==> src/sws_pkg.sv <==
package sws_pkg;

  // Timing
  localparam int CLK_PERIOD_NS = 50;
  localparam int TICK_TIME_NS = 62500;
  localparam int TICK_CYCLES =
    (TICK_TIME_NS + CLK_PERIOD_NS - 1) / CLK_PERIOD_NS;
  localparam logic [15:0] WAIT_BASE_UNITS = 16'h0008;

  // Launch command and step store
  localparam logic [7:0] LAUNCH_ADDR = 8'h6F;
  localparam logic [15:0] LAUNCH_VALUE = 16'h0100;
  localparam logic [4:0] START_INDEX = 5'h00;
  localparam int STEP_COUNT = 25;
  localparam logic [4:0] LAST_INDEX = 5'h18;
  localparam logic [7:0] NULL_ADDR = 8'hFF;

  // Control registers reached by the sequencer
  localparam int REG_COUNT = 11;
  localparam logic [7:0] CTL_ADDR [REG_COUNT] = '{
    8'h04, 8'h05, 8'h0E, 8'h0F, 8'h12, 8'h16,
    8'h43, 8'h44, 8'h5A, 8'h5E, 8'h62};
  localparam logic [15:0] CTL_RESET = 16'h0000;

  // Field positions inside the control registers
  localparam int MASTER_BIAS_ON_POS = 0;
  localparam int BIAS_CURRENT_SELECT_POS = 2;
  localparam int MIDRAIL_REFERENCE_ON_POS = 0;
  localparam int MIDRAIL_DIVIDER_SELECT_POS = 1;
  localparam int MIDRAIL_BUFFER_ON_POS = 6;
  localparam int PROCESSING_CLOCK_ON_POS = 1;
  localparam int CONVERTER_ON_POS = 2;
  localparam int CHARGE_PUMP_ON_POS = 0;
  localparam int OFFSET_SERVO_CHANNEL_ON_POS = 0;
  localparam int OFFSET_SERVO_STARTUP_TRIGGER_POS = 4;
  localparam int OUT_RIGHT_INPUT_STAGE_ON_POS = 0;
  localparam int OUT_RIGHT_MID_STAGE_ON_POS = 1;
  localparam int OUT_RIGHT_FINAL_STAGE_ON_POS = 2;
  localparam int OUT_RIGHT_UNSHORT_POS = 3;
  localparam int OUT_LEFT_INPUT_STAGE_ON_POS = 4;
  localparam int OUT_LEFT_MID_STAGE_ON_POS = 5;
  localparam int OUT_LEFT_FINAL_STAGE_ON_POS = 6;
  localparam int OUT_LEFT_UNSHORT_POS = 7;

  // One stored step
  typedef struct packed {
    logic [7:0] step_addr;
    logic [3:0] step_field_lsb;
    logic [2:0] step_field_size;
    logic [7:0] step_value;
    logic [3:0] step_wait_code;
    logic step_last_flag;
  } sws_step_type;

  typedef logic [REG_COUNT-1:0][15:0] sws_ctl_bank_type;

  typedef enum {SEQ_IDLE, SEQ_RUN} sws_state_type;

  // Build a step from its fields
  function automatic sws_step_type sws_mk(
    input logic [7:0] addr,
    input logic [3:0] lsb,
    input logic [2:0] size,
    input logic [7:0] value,
    input logic [3:0] code,
    input logic last
  );
    sws_step_type st;
    st = '{addr, lsb, size, value, code, last};
    return st;
  endfunction

  // Default start-up program
  function automatic sws_step_type sws_default_step(input logic [4:0] idx);
    sws_step_type st;
    st = sws_mk(NULL_ADDR, 4'h0, 3'h0, 8'h00, 4'h0, 1'b0);
    case (idx)
      5'h00: st = sws_mk(8'h04, 4'h0, 3'h4, 8'h1A, 4'h0, 1'b0);
      5'h01: st = sws_mk(8'h05, 4'h0, 3'h7, 8'h47, 4'h6, 1'b0);
      5'h02: st = sws_mk(8'h05, 4'h1, 3'h1, 8'h01, 4'h0, 1'b0);
      5'h03: st = sws_mk(8'h04, 4'h0, 3'h0, 8'h01, 4'h0, 1'b0);
      5'h04: st = sws_mk(8'h0E, 4'h0, 3'h1, 8'h03, 4'h0, 1'b0);
      5'h05: st = sws_mk(8'h0F, 4'h0, 3'h1, 8'h03, 4'h0, 1'b0);
      5'h06: st = sws_mk(8'h16, 4'h1, 3'h0, 8'h01, 4'h0, 1'b0);
      5'h07: st = sws_mk(8'h12, 4'h2, 3'h1, 8'h03, 4'h5, 1'b0);
      5'h09: st = sws_mk(8'h04, 4'h4, 3'h0, 8'h00, 4'h0, 1'b0);
      5'h0A: st = sws_mk(8'h62, 4'h0, 3'h0, 8'h01, 4'h6, 1'b0);
      5'h0C: st = sws_mk(8'h5A, 4'h0, 3'h7, 8'h11, 4'h0, 1'b0);
      5'h0D: st = sws_mk(8'h5E, 4'h0, 3'h7, 8'h11, 4'h0, 1'b0);
      5'h0E: st = sws_mk(8'h5A, 4'h0, 3'h7, 8'h33, 4'h0, 1'b0);
      5'h0F: st = sws_mk(8'h5E, 4'h0, 3'h7, 8'h33, 4'h0, 1'b0);
      5'h10: st = sws_mk(8'h43, 4'h0, 3'h3, 8'h0F, 4'hC, 1'b0);
      5'h11: st = sws_mk(8'h44, 4'h0, 3'h7, 8'hF0, 4'h0, 1'b0);
      5'h13: st = sws_mk(8'h5A, 4'h0, 3'h7, 8'h77, 4'h0, 1'b0);
      5'h14: st = sws_mk(8'h5E, 4'h0, 3'h7, 8'h77, 4'h0, 1'b0);
      5'h15: st = sws_mk(8'h5A, 4'h0, 3'h7, 8'hFF, 4'h0, 1'b0);
      5'h16: st = sws_mk(8'h5E, 4'h0, 3'h7, 8'hFF, 4'h0, 1'b1);
      default: st = sws_mk(NULL_ADDR, 4'h0, 3'h0, 8'h00, 4'h0, 1'b0);
    endcase
    return st;
  endfunction

  // Bank slot of a control address, REG_COUNT when unmapped
  function automatic logic [4:0] sws_ctl_index(input logic [7:0] addr);
    logic [4:0] idx;
    idx = 5'(REG_COUNT);
    for (int i = 0; i < REG_COUNT; i++)
    begin
      if (CTL_ADDR[i] == addr)
      begin
        idx = 5'(i);
      end
    end
    return idx;
  endfunction

  // Replace only the sized field of a register value
  function automatic logic [15:0] sws_field_merge(
    input logic [15:0] old_val,
    input sws_step_type st
  );
    logic [15:0] low_mask;
    logic [15:0] mask;
    logic [15:0] data;
    low_mask = 16'((17'h00001 << ({1'b0, st.step_field_size} + 4'h1))
      - 17'h00001);
    mask = low_mask << st.step_field_lsb;
    data = (({8'h00, st.step_value}) & low_mask) << st.step_field_lsb;
    return (old_val & ~mask) | data;
  endfunction

endpackage

==> src/sws_top.sv <==
`timescale 1ns/10ps
`default_nettype none
module sws_top
  import sws_pkg::*;
#(
  parameter int unsigned TICK_CYCLES_P = TICK_CYCLES
)
(
  // Clock and reset
  input wire logic clk_i,
  input wire logic rst_i,
  // Host control-register write
  input wire logic wr_en_i,
  input wire logic [7:0] wr_addr_i,
  input wire logic [15:0] wr_data_i,
  // Host control-register read
  input wire logic [7:0] rd_addr_i,
  output logic [15:0] rd_data_o,
  // Host step reprogramming
  input wire logic prog_en_i,
  input wire logic [4:0] prog_index_i,
  input wire sws_step_type prog_step_i,
  // Control register bank
  output sws_ctl_bank_type ctl_regs_o,
  // Sequencer status
  output logic busy_o,
  output logic done_o,
  output logic refused_o,
  output logic [4:0] step_index_o,
  // Sequencer write strobe
  output logic seq_wr_o,
  output logic [7:0] seq_addr_o,
  output logic [15:0] seq_data_o
);

  // Registers
  sws_state_type state_r;
  sws_state_type state_nxt;
  sws_ctl_bank_type ctl_r;
  logic [4:0] index_r;
  logic last_r;
  logic busy_r;
  logic done_r;
  logic refused_r;
  logic seq_wr_r;
  logic [7:0] seq_addr_r;
  logic [15:0] seq_data_r;
  logic [15:0] rd_data_r;

  // Decodes and selections
  logic launch_w;
  logic expire_w;
  logic finish_w;
  logic issue_w;
  logic [4:0] next_index_w;
  sws_step_type step_w;
  logic [4:0] seq_slot_w;
  logic [4:0] host_slot_w;
  logic [4:0] rd_slot_w;
  logic seq_hit_w;
  logic host_hit_w;
  logic [15:0] seq_old_w;
  logic [15:0] seq_new_w;
  logic [15:0] status_w;
  logic idle_w;
  logic run_w;
  logic launch_addr_w;
  logic launch_word_w;
  logic refuse_w;
  logic store_end_w;
  logic seq_mapped_w;
  logic host_mapped_w;
  logic rd_mapped_w;
  logic [7:0] step_addr_w;
  logic [3:0] step_code_w;
  logic step_last_w;

  // Stored program, read at the index of the step about to issue so that
  // its fields are ready in the cycle of the issue
  sws_step_store #(
    .STEPS(STEP_COUNT)
  ) u_store (
    .clk_i(clk_i),
    .rst_i(rst_i),
    .prog_en_i(prog_en_i),
    .prog_index_i(prog_index_i),
    .prog_step_i(prog_step_i),
    .rd_index_i(next_index_w),
    .rd_step_o(step_w)
  );

  // Per-step wait; a start in the expiry cycle reloads the count, so
  // consecutive steps follow with no idle cycle between them
  sws_step_timer #(
    .TICK_CYCLES_P(TICK_CYCLES_P)
  ) u_timer (
    .clk_i(clk_i),
    .rst_i(rst_i),
    .start_i(issue_w),
    .wait_code_i(step_code_w),
    .expire_o(expire_w)
  );

  // Fields of the step about to issue; the store is read at the next
  // index, so these always describe the step that the next issue starts
  assign step_addr_w = step_w.step_addr;
  assign step_code_w = step_w.step_wait_code;
  assign step_last_w = step_w.step_last_flag;

  // State decodes
  assign idle_w = (state_r == SEQ_IDLE);
  assign run_w = (state_r == SEQ_RUN);

  // Launch decode: only the exact command word starts the run; any
  // other word at the launch address is ignored by this block
  assign launch_addr_w = (wr_addr_i == LAUNCH_ADDR);
  assign launch_word_w = (wr_data_i == LAUNCH_VALUE);
  assign launch_w = wr_en_i && launch_addr_w && launch_word_w;
  assign refuse_w = launch_w && run_w;

  // The run ends after the flagged step, or at the end of the store
  // when the host has cleared every last flag
  assign store_end_w = (index_r == LAST_INDEX);
  assign finish_w = run_w && expire_w && (last_r || store_end_w);

  // A new step is issued only once the previous wait has fully elapsed
  assign issue_w = (idle_w && launch_w) ||
    (run_w && expire_w && !finish_w);

  // Index of the step about to issue
  assign next_index_w = idle_w ? START_INDEX : (index_r + 5'h01);

  // Field update of the addressed register; a null or unmapped address
  // leaves every register alone
  assign seq_slot_w = sws_ctl_index(step_addr_w);
  assign seq_mapped_w = (seq_slot_w != 5'(REG_COUNT));
  assign seq_hit_w = issue_w && seq_mapped_w;
  assign seq_old_w = seq_mapped_w ? ctl_r[seq_slot_w[3:0]] : 16'h0000;
  assign seq_new_w = sws_field_merge(seq_old_w, step_w);

  // Direct host writes to mapped registers; writes elsewhere, the launch
  // address included, change no register
  assign host_slot_w = sws_ctl_index(wr_addr_i);
  assign host_mapped_w = (host_slot_w != 5'(REG_COUNT));
  assign host_hit_w = wr_en_i && host_mapped_w;

  // Read decode, launch address shows sequencer status
  assign rd_slot_w = sws_ctl_index(rd_addr_i);
  assign rd_mapped_w = (rd_slot_w != 5'(REG_COUNT));
  assign status_w = {7'h00, run_w, 3'h0, index_r};

  // Next state: two states suffice, the timer carries each wait and the
  // index carries the position in the program
  always_comb
  begin
    state_nxt = state_r;
    case (state_r)
      SEQ_IDLE:
      begin
        if (launch_w)
        begin
          state_nxt = SEQ_RUN;
        end
      end
      SEQ_RUN:
      begin
        if (finish_w)
        begin
          state_nxt = SEQ_IDLE;
        end
      end
      default:
      begin
        state_nxt = SEQ_IDLE;
      end
    endcase
  end

  // Sequencer state; busy is a registered copy of the running state, so
  // the host sees a clean level with no decode behind it
  always_ff @(posedge clk_i)
  begin
    if (rst_i)
    begin
      state_r <= SEQ_IDLE;
      busy_r <= 1'b0;
    end
    else
    begin
      state_r <= state_nxt;
      busy_r <= (state_nxt == SEQ_RUN);
    end
  end

  // Index and last flag move only on issue, so they always name the
  // step whose wait is running
  always_ff @(posedge clk_i)
  begin
    if (rst_i)
    begin
      index_r <= START_INDEX;
      last_r <= 1'b0;
    end
    else if (issue_w)
    begin
      index_r <= next_index_w;
      last_r <= step_last_w;
    end
  end

  // Register bank: a sequencer write wins over a host write to one slot
  // A host write that meets a sequencer write to the same slot is lost
  always_ff @(posedge clk_i)
  begin
    for (int i = 0; i < REG_COUNT; i++)
    begin
      if (rst_i)
      begin
        ctl_r[i] <= CTL_RESET;
      end
      else if (seq_hit_w && (seq_slot_w == 5'(i)))
      begin
        ctl_r[i] <= seq_new_w;
      end
      else if (host_hit_w && (host_slot_w == 5'(i)))
      begin
        ctl_r[i] <= wr_data_i;
      end
    end
  end

  // One-cycle status pulses: end of run, and a launch refused while
  // busy, which leaves the run in progress untouched
  always_ff @(posedge clk_i)
  begin
    if (rst_i)
    begin
      done_r <= 1'b0;
      refused_r <= 1'b0;
    end
    else
    begin
      done_r <= finish_w;
      refused_r <= refuse_w;
    end
  end

  // Write strobe of each issued step; address and value are kept for
  // null steps too, only the strobe stays low for them
  always_ff @(posedge clk_i)
  begin
    if (rst_i)
    begin
      seq_wr_r <= 1'b0;
      seq_addr_r <= 8'h00;
      seq_data_r <= 16'h0000;
    end
    else
    begin
      seq_wr_r <= seq_hit_w;
      if (issue_w)
      begin
        seq_addr_r <= step_addr_w;
        seq_data_r <= seq_new_w;
      end
    end
  end

  // Registered read port, one cycle behind the address; unmapped
  // addresses other than the launch address read as zero
  always_ff @(posedge clk_i)
  begin
    if (rst_i)
    begin
      rd_data_r <= 16'h0000;
    end
    else if (rd_addr_i == LAUNCH_ADDR)
    begin
      rd_data_r <= status_w;
    end
    else if (rd_mapped_w)
    begin
      rd_data_r <= ctl_r[rd_slot_w[3:0]];
    end
    else
    begin
      rd_data_r <= 16'h0000;
    end
  end

  // Outputs straight from flip-flops, so a host sampling them never sees
  // a decode settling
  assign ctl_regs_o = ctl_r;
  assign busy_o = busy_r;
  assign done_o = done_r;
  assign refused_o = refused_r;
  assign step_index_o = index_r;
  assign seq_wr_o = seq_wr_r;
  assign seq_addr_o = seq_addr_r;
  assign seq_data_o = seq_data_r;
  assign rd_data_o = rd_data_r;

endmodule
`default_nettype wire

==> src/sws_step_store.sv <==
`timescale 1ns/10ps
`default_nettype none
module sws_step_store
  import sws_pkg::*;
#(
  parameter int STEPS = STEP_COUNT
)
(
  // Clock and reset
  input wire logic clk_i,
  input wire logic rst_i,
  // Reprogramming port
  input wire logic prog_en_i,
  input wire logic [4:0] prog_index_i,
  input wire sws_step_type prog_step_i,
  // Read port
  input wire logic [4:0] rd_index_i,
  output sws_step_type rd_step_o
);

  sws_step_type step_r [STEPS];

  // Read out of range gives a null step
  assign rd_step_o = (32'(rd_index_i) < STEPS) ? step_r[rd_index_i] :
    sws_mk(NULL_ADDR, 4'h0, 3'h0, 8'h00, 4'h0, 1'b1);

  // Reset loads the default program, the host may overwrite any entry
  always_ff @(posedge clk_i)
  begin
    for (int i = 0; i < STEPS; i++)
    begin
      if (rst_i)
      begin
        step_r[i] <= sws_default_step(5'(i));
      end
      else if (prog_en_i && (prog_index_i == 5'(i)))
      begin
        step_r[i] <= prog_step_i;
      end
    end
  end

endmodule
`default_nettype wire

==> src/sws_step_timer.sv <==
`timescale 1ns/10ps
`default_nettype none
module sws_step_timer
  import sws_pkg::*;
#(
  parameter int unsigned TICK_CYCLES_P = TICK_CYCLES
)
(
  // Clock and reset
  input wire logic clk_i,
  input wire logic rst_i,
  // Start of a step and its wait code
  input wire logic start_i,
  input wire logic [3:0] wait_code_i,
  // High in the last cycle of the step
  output logic expire_o
);

  logic run_r;
  logic [15:0] pre_r;
  logic [15:0] unit_r;
  logic [15:0] units_w;
  logic [15:0] tick_last_w;

  // Units of 62.5us for the whole step, execution included
  assign units_w = (16'h0001 << wait_code_i) + WAIT_BASE_UNITS;
  assign tick_last_w = 16'(TICK_CYCLES_P - 1);
  assign expire_o = run_r && (pre_r == 16'h0000) && (unit_r == 16'h0000);

  // Prescaler and unit counter; a start restarts the count
  always_ff @(posedge clk_i)
  begin
    if (rst_i)
    begin
      run_r <= 1'b0;
      pre_r <= 16'h0000;
      unit_r <= 16'h0000;
    end
    else if (start_i)
    begin
      run_r <= 1'b1;
      pre_r <= tick_last_w;
      unit_r <= units_w - 16'h0001;
    end
    else if (expire_o)
    begin
      run_r <= 1'b0;
    end
    else if (run_r)
    begin
      if (pre_r == 16'h0000)
      begin
        pre_r <= tick_last_w;
        unit_r <= unit_r - 16'h0001;
      end
      else
      begin
        pre_r <= pre_r - 16'h0001;
      end
    end
  end

endmodule
`default_nettype wire

==> config.mk <==
export PLATFORM = sky130hd
export DESIGN_NAME = sws_top
export DESIGN_NICKNAME = d
export VERILOG_FILES = /design/src/sws_pkg.sv /design/src/sws_top.sv /design/src/sws_step_store.sv /design/src/sws_step_timer.sv
export SDC_FILE = /design/constraint.sdc
export NUM_CORES = 2
export LEC_CHECK = 0
export BUFFER_PORTS_ARGS = -buffer_cell sky130_fd_sc_hd__buf_2
export CORE_MARGIN = 5
export CORE_UTILIZATION = 51
export CTS_BUF_LIST = sky130_fd_sc_hd__clkbuf_4 sky130_fd_sc_hd__clkbuf_8
export DETAILED_ROUTE_END_ITERATION = 8
export PLACE_DENSITY = 0.69
export RECOVER_POWER = 100
export REMOVE_ABC_BUFFERS = 1
export SYNTH_ARGS = -nofsm -noshare
export SYNTH_HDL_FRONTEND = slang
export SYNTH_SLANG_ARGS = --single-unit
==> constraint.sdc <==
create_clock -name clk_i -period 8.1 [get_ports clk_i]
set_input_delay 0.81 -clock clk_i [delete_from_list [all_inputs] [get_ports clk_i]]
set_output_delay 0.81 -clock clk_i [all_outputs]
set_load 0.01 [all_outputs]
# After elaboration in Yosys (flattened, before gate mapping)
# Memory sizes are Yosys's and may differ from the RTL's.
# Index checks and enable logic that the tools add are counted.
# op_classes
addsub,7
order_cmp,3
n_eq_ne,88
shift,4
n_mux,200
n_bitwise,31
reduce_logical,87
# op_table
op,count
2-to-1 mux 28 bit,47
2-to-1 mux 16 bit,30
2-to-1 mux 5 bit,31
binary-select mux 16 bit (select 4 bit),2
"equality test 7 x 8 -> 1 bit, first input constant",15
2-to-1 mux 1 bit,79
"equality test 5 x 4 -> 1 bit, second input constant",14
"equality test 32 x 2 -> 1 bit, second input constant",2
zero test 32 bit,2
2-to-1 mux 32 bit,2
one-hot mux 32 bit (2 select lines),1
"subtractor 16 x 1 -> 16 bit, second input constant",4
"equality test 5 x 3 -> 1 bit, second input constant",12
logical AND 1 bit,58
"equality test 5 bit, second input constant",10
"equality test 3 x 8 -> 1 bit, first input constant",6
"equality test 4 x 8 -> 1 bit, first input constant",6
"equality test 5 x 8 -> 1 bit, first input constant",6
2-to-1 mux 11 bit,3
"equality test 32 x 1 -> 1 bit, second input constant",1
zero test 16 bit,2
"left shift 1 x 4 -> 16 bit, first input constant",2
left shift 16 x 4 -> 16 bit,2
"equality test 5 x 2 -> 1 bit, second input constant",6
other kinds (26),77
# word_totals
register_bits,291
ram_bits,700
inputBits,69
word_cells,447
memories,1
# memory_table
name,depth,word_bits,rd,rd_ports_with_merged_regs,wr,line,text
u_store.step_r,25,28,1,0,25,sws_step_store.sv:21,sws_step_type step_r [STEPS];

# Longest topological paths before layout
# depth
ltp_word,22
depth_mapped,33
ltp_nobuf,20

# Cells and area by module
# Synthesis repeated with hierarchy kept, for this count alone.
# hier_totals
cells_unflattened,4323
hier_area_um2,49845.3
# by_module_without_submodules
module,instances,cells_each,area_per_inst_um2,seq_area_each_um2
sws_step_store,1,2210,32456.1,21020.2
sws_top,1,1853,15277.2,5165.0
sws_step_timer,1,260,2112.0,660.6

# Worst setup path before layout
# OpenSTA, ideal clock, no wires.
# synth_timing
path_type,reg2reg
start,"reg index_r[0], in the netlist step_index_o[0]"
end,"reg ctl_r, in the netlist ctl_regs_o[63]"
setup_ns,0.086
arrival_time_ns,6.556
required_time_ns,8.014
path_slack_ns,1.458
stages_incl_launch_ff,29
n_path_buf,12
synth_period_minus_slack_ns,6.642
path_cell_list,dfxtp_1 > buf_6 > inv_1 > buf_4 > buf_2 > buf_2 > clkbuf_1 > buf_1 > clkbuf_1 > ha_1 > buf_4 > buf_4 > buf_4 > buf_2 > o21ai_0 > o211ai_1 > a32o_1 > a221oi_2 > a211oi_1 > inv_1 > ha_1 > or4_1 > mux2_2 > mux2_2 > mux2_2 > nor2_1 > a31oi_1 > buf_2 > a211oi_1
# synth_via
elab_chain_cells,22
elab_cells_between_ends,51
cone_classes,add/sub: 3; order compare: 1; eq/ne: 14; shift: 3; mux: 17; bitwise: 4; reduce/logical: 8; memory: 1
# synth_rtl
element,line,text
"start, declared",sws_top.sv:40,logic [4:0] index_r;
"start signal, assigned",sws_top.sv:206,index_r <= next_index_w;
adder 5 x 1 -> 5 bit,sws_top.sv:131,assign next_index_w = idle_w ? START_INDEX : (index_r + 5'h01);
2-to-1 mux 5 bit,sws_top.sv:131,
memory (25 x 28 bit) or less-than comparator 5 bit (tied branches),-,
2-to-1 mux 28 bit,sws_step_store.sv:24,assign rd_step_o = (32'(rd_index_i) < STEPS) ? step_r[rd_index_i] :
equality test 3 x 8 -> 1 bit,sws_pkg.sv:109,if (CTL_ADDR[i] == addr)
2-to-1 mux 4 bit,sws_pkg.sv:109,
2-to-1 mux 5 bit (10 in series),sws_pkg.sv:109,
binary-select mux 16 bit (select 4 bit),sws_top.sv:138,assign seq_old_w = seq_mapped_w ? ctl_r[seq_slot_w[3:0]] : 16'h0000;
2-to-1 mux 16 bit (not written as such),sws_top.sv:138,
2-to-1 mux 16 bit,sws_top.sv:138,
AND 16 bit,sws_pkg.sv:129,return (old_val & ~mask) | data;
OR 16 bit,sws_pkg.sv:129,
2-to-1 mux 16 bit,sws_top.sv:221,else if (seq_hit_w && (seq_slot_w == 5'(i)))
"end signal, assigned by index",sws_top.sv:223,ctl_r[i] <= seq_new_w;
"end signal, assigned by index",sws_top.sv:227,ctl_r[i] <= wr_data_i;
"end, declared",sws_top.sv:39,sws_ctl_bank_type ctl_r;
# Several ways; a longest one is shown, not always the timed one. The select of a mux whose other input is x is not followed.
# A chain may end at the register's enable or synchronous reset.

# Worst setup path in the final report
# layout_timing
start,"reg index_r[3], in the netlist step_index_o[3]"
end,"reg ctl_r, in the netlist ctl_regs_o[100]"
# The elaborated chain is that of the path after synthesis.

==> summary.txt <==
Worst setup path
  • WP data arrival: 8.57 ns
  • R2R Setup Slk: 0.29 ns
  • Endpoint class of the critical path: flop
  • Reg2reg path depth: 17
  • Worst path slowest cell: nor2_1
  • Crit Reg-Reg Endpoint: ctl_regs_o[100]
  • Reg-to-reg startpoint: step_index_o[3]
  • Worst endpoint required time: between 8 and 9 ns
  • CP dominant cell by count: clkbuf_1
  • CP startpoint kind: flop
  • WS Path Type: flop to flop
  • Critical path cell sequence: clkbuf_1, nand3_1, xor2_1, nand2_1, clkbuf_1, or4_1, o21ai_1, a211oi_2, nand4b_2, buf_4, o221ai_2, a21boi_2, nor2_1, inv_1, o2111ai_1, a31oi_4, o31ai_1
  • Critical Path Max Stage Delay: 1.24 ns
  • Critical path's top delay family: simple AND/OR/NAND/NOR gates
  • Worst Path Max Fanout: 15
  • Worst setup path start: step_index_o[3]
  • Bufs and invs on worst path: 4

Die
  • Initial Utilization: 51.3%
  • Io pins: ~290
  • CORE AREA: roughly 100000 um2
  • Die area: ~110000 um2
  • Die Span Y: 327 um
  • Die width: 327 um
  • Number of core rows: 116

Synthesis
  • Sequential area share after synthesis: 52.4%
  • Avg Cell Area, Syn: 10.7 um2
  • Flops & latches, synth: 991
  • Post-synthesis cell area: 51300 um2
  • Cell taking the most area after synthesis: edfxtp_1
  • Distinct cells, synth: around 120
  • Synth async-reset ratio: 0%
  • Gate count after technology mapping: 4771
  • Syn. warnings: 0
  • EDFF count, synth: 700
  • Top area cells in the synthesized netlist: edfxtp_1 (41%), dfxtp_1 (11%), and2_1 (6.1%)
  • Share of the synthesized area in the top cell type: 41.0%
  • Most used DFF post-synth: edfxtp_1

Global routing
  • Total track usage: 36.2%
  • Largest net degree at the start of global routing: 108
  • Global-route wire length before repair: 288000 um
  • Routing usage on met3: just over 10%
  • Met1 usage: 46.5%
  • Met2 Use GR: a little under three fifths
  • Vias in the first global route: 40900
  • Layer carrying the most global-route usage: met2
  • Initial antenna violation count: 10
  • GRT overflow: 0

Routing
  • Residual DRC count: 0
  • Via count: about 43000
  • Final antenna-violating net count: 0
  • Drt first-iter violations: 6366
  • WL final: 201000 um
  • Vias per cell: 6.77
  • Wirelength per Cell: about 31 um
  • DRT Pass-1 Iters: 6

Timing
  • Tcrit/Tclk final: 96.5%
  • Fmax: 128 MHz
  • Final worst slack: between 0.2 and 0.3 ns
  • Final clock skew: 0.0482 ns
  • Fin. Hold Viols: 0
  • Slew Limit Fails: ~1400
  • Min Tclk post-route: 7.81 ns
  • Unrepaired setup endpoints after global routing: no
  • Worst-Margin Slew: about 3.2 ns
  • Slew margin rel.: -113%
  • Final setup violating endpoints: 0

Power
  • Peak VDD IR: 0.000152 V
  • Power Dens Cells: 194 nW/um2
  • Static Leakage: ~0.019 uW

Placed design
  • DP HPWL: about 130000 um
  • Final RePlAce weighted congestion: 0.986
  • Worst slack at placement: 0.681 ns
  • Buffers added on ports: 293
  • Placed Area: 54100 um2

Final layout
  • Fill count: 8642
  • Area grow syn2layout: 10.7%
  • Layout cell share with drive strength beyond 1: 15.8%
  • Cell area after layout: roughly 57000 um2
  • Nets: 5058

Min path
  • Hold Crit Class: input port to flop
  • Cells on Worst Hold Path: 5
  • Hold Path End: ctl_regs_o[8]
  • Hold Path Origin: wr_data_i[8]

CTS
  • TritonCTS buffer count: 168
  • Root Driver: clkbuf_8
  • Number of H-tree levels: 4
  • Worst-case clock buffer depth: 3
  • CTS tree: yes
  • Clock Pin Slew Worst Setup and Hold Paths: 0.07 ns
  • Clk Latency, worst-skew pair: 0.88 ns
  • Clock sink count: 991

Status
  • Failing checks: max-capacitance violations, max-slew violations
  • Status: complete, but fails checks

Run
  • Max Cap Viol: 48
-- worst reg2reg max path: stages, from the launching register on --
cell and delay, ns:
dfxtp_1 0.35, clkbuf_1 0.95, nand3_1 0.29, xor2_1 0.49
nand2_1 0.27, clkbuf_1 0.32, or4_1 0.61, o21ai_1 0.37
a211oi_2 0.21, nand4b_2 0.13, buf_4 0.25, o221ai_2 0.34
a21boi_2 0.30, nor2_1 1.24, inv_1 0.40, o2111ai_1 0.53
a31oi_4 0.21, o31ai_1 0.45
-- synthesized netlist by cell type, types with 28 or more instances --
| master | count |
|---|---|
| a211oi_1 | 199 |
| a21oi_1 | 213 |
| a221oi_1 | 33 |
| a22oi_1 | 48 |
| a31oi_1 | 60 |
| and2_1 | 500 |
| buf_2 | 57 |
| buf_4 | 31 |
| clkbuf_1 | 313 |
| dfxtp_1 | 291 |
| edfxtp_1 | 700 |
| mux2_2 | 174 |
| mux2i_1 | 82 |
| mux4_2 | 57 |
| nand2_1 | 330 |
| nand2b_1 | 31 |
| nand3_1 | 70 |
| nor2_1 | 391 |
| nor2b_1 | 54 |
| nor3_1 | 66 |
| nor4_1 | 28 |
| o21ai_0 | 145 |
| o221ai_1 | 49 |
| o22ai_1 | 50 |
| or3_1 | 241 |
-- per-stage QoR --
stage	setup TNS [ns]	hold slack, ns	cells	utilization [%]	total power, uW
3_5_place_dp	0	0.461	6111	54.1	6470
5_1_grt	0	0.461	6408	56.7	11300
4_1_cts	0	0.315	6407	57.4	11000
6_report	0	0.453	6410	56.7	11000
3_3_place_gp	0	0.459	6111	54.1	6460
2_1_floorplan	-2085.53	0.463	4347	-	6100
-- how the worst max path moves through the flow --
stage / cells past startpoint / end / slack (ns)
global placement: 15 / seq_data_o[9] / 0.75
finish: 17 / ctl_regs_o[100] / 0.29
detailed placement: 13 / ctl_regs_o[115] / 0.68
CTS: 13 / ctl_regs_o[131] / 0.64
floorplan: 18 / ctl_regs_o[60] / -10.03
global route: 15 / seq_data_o[15] / 0.12
-- area by class of cell --
class | instances | area, um2 | area share, %
clock buffers | 239 | 2940 | 5.18
clock inverters | 57 | 445 | 0.785
inverters | 30 | 114 | 0.201
multi-input cells | 3326 | 22400 | 39.5
flip-flops and latches | 991 | 26900 | 47.3
diodes | 3 | 7.51 | 0.0132
well taps | 1298 | 1620 | 2.86
repair buffers | 466 | 2340 | 4.12
-- cells in the final DEF, fill, tap and decap left out, drive strengths merged, types with 50 or more instances in the layout --
master    n
a211oi  226
a21oi   215
a31oi    64
and2    501
buf     180
clkbuf  525
dfxtp   291
edfxtp  700
mux2    174
mux2i    82
mux4     58
nand2   331
nand3    73
nor2    395
nor2b    54
nor3     74
o21ai   148
o221ai   51
o22ai    50
or3     243
-- repair_timing --
item	4_1_cts	5_1_grt
setup buffers	0	0
setup endpoints to repair	0	19
gates resized for setup	0	1
hold buffers	0	0
-- flip-flops by register name, summed over array words and instances, names as in the netlist --
register,flops
refused_o,1
rd_data_o,16
last_r,1
u_timer.unit_r,16
seq_addr_o,8
busy_o,1
u_timer.pre_r,16
seq_wr_o,1
u_timer.run_r,1
step_index_o,5
state_r,32
ctl_regs_o,176
u_store.step_r,700
seq_data_o,16
done_o,1
-- routing by layer --
| layer | vias to the layer above | share of wire, % |
|---|---|---|
| met1 | 20900 | 36 |
| li1 | 18300 | - |
| met4 | 12 | 7.1 |
| met3 | 817 | 13 |
| met2 | 3423 | 44 |
| met5 | - | 0.11 |
-- where the power goes --
part | total [uW] | switching, uW | internal (uW)
logic | 680 | 513 | 167
clock network | 4640 | 2140 | 2500
registers | 5700 | 68.7 | 5640
total | 11000 | 2720 | 8300
-- logic make-up (layout without fill, tap and decap cells) --
family / Yosys count / count (layout) / synth area share (%)
AND/OR/NAND/NOR: 1850 / 1850 / 19.2
adder cells (fa/ha/maj): 6 / 6 / 0.146
flip-flops: 991 / 991 / 52.4
XOR/XNOR: 35 / 35 / 0.627
multiplexers: 314 / 314 / 7.98
AO/OA/AOI/OAI: 1089 / 1089 / 15.3
other: 2 / 35 / 0.0147
buffers and inverters: 484 / 792 / 4.36
Note: power is estimated with default switching activity, not from simulation.
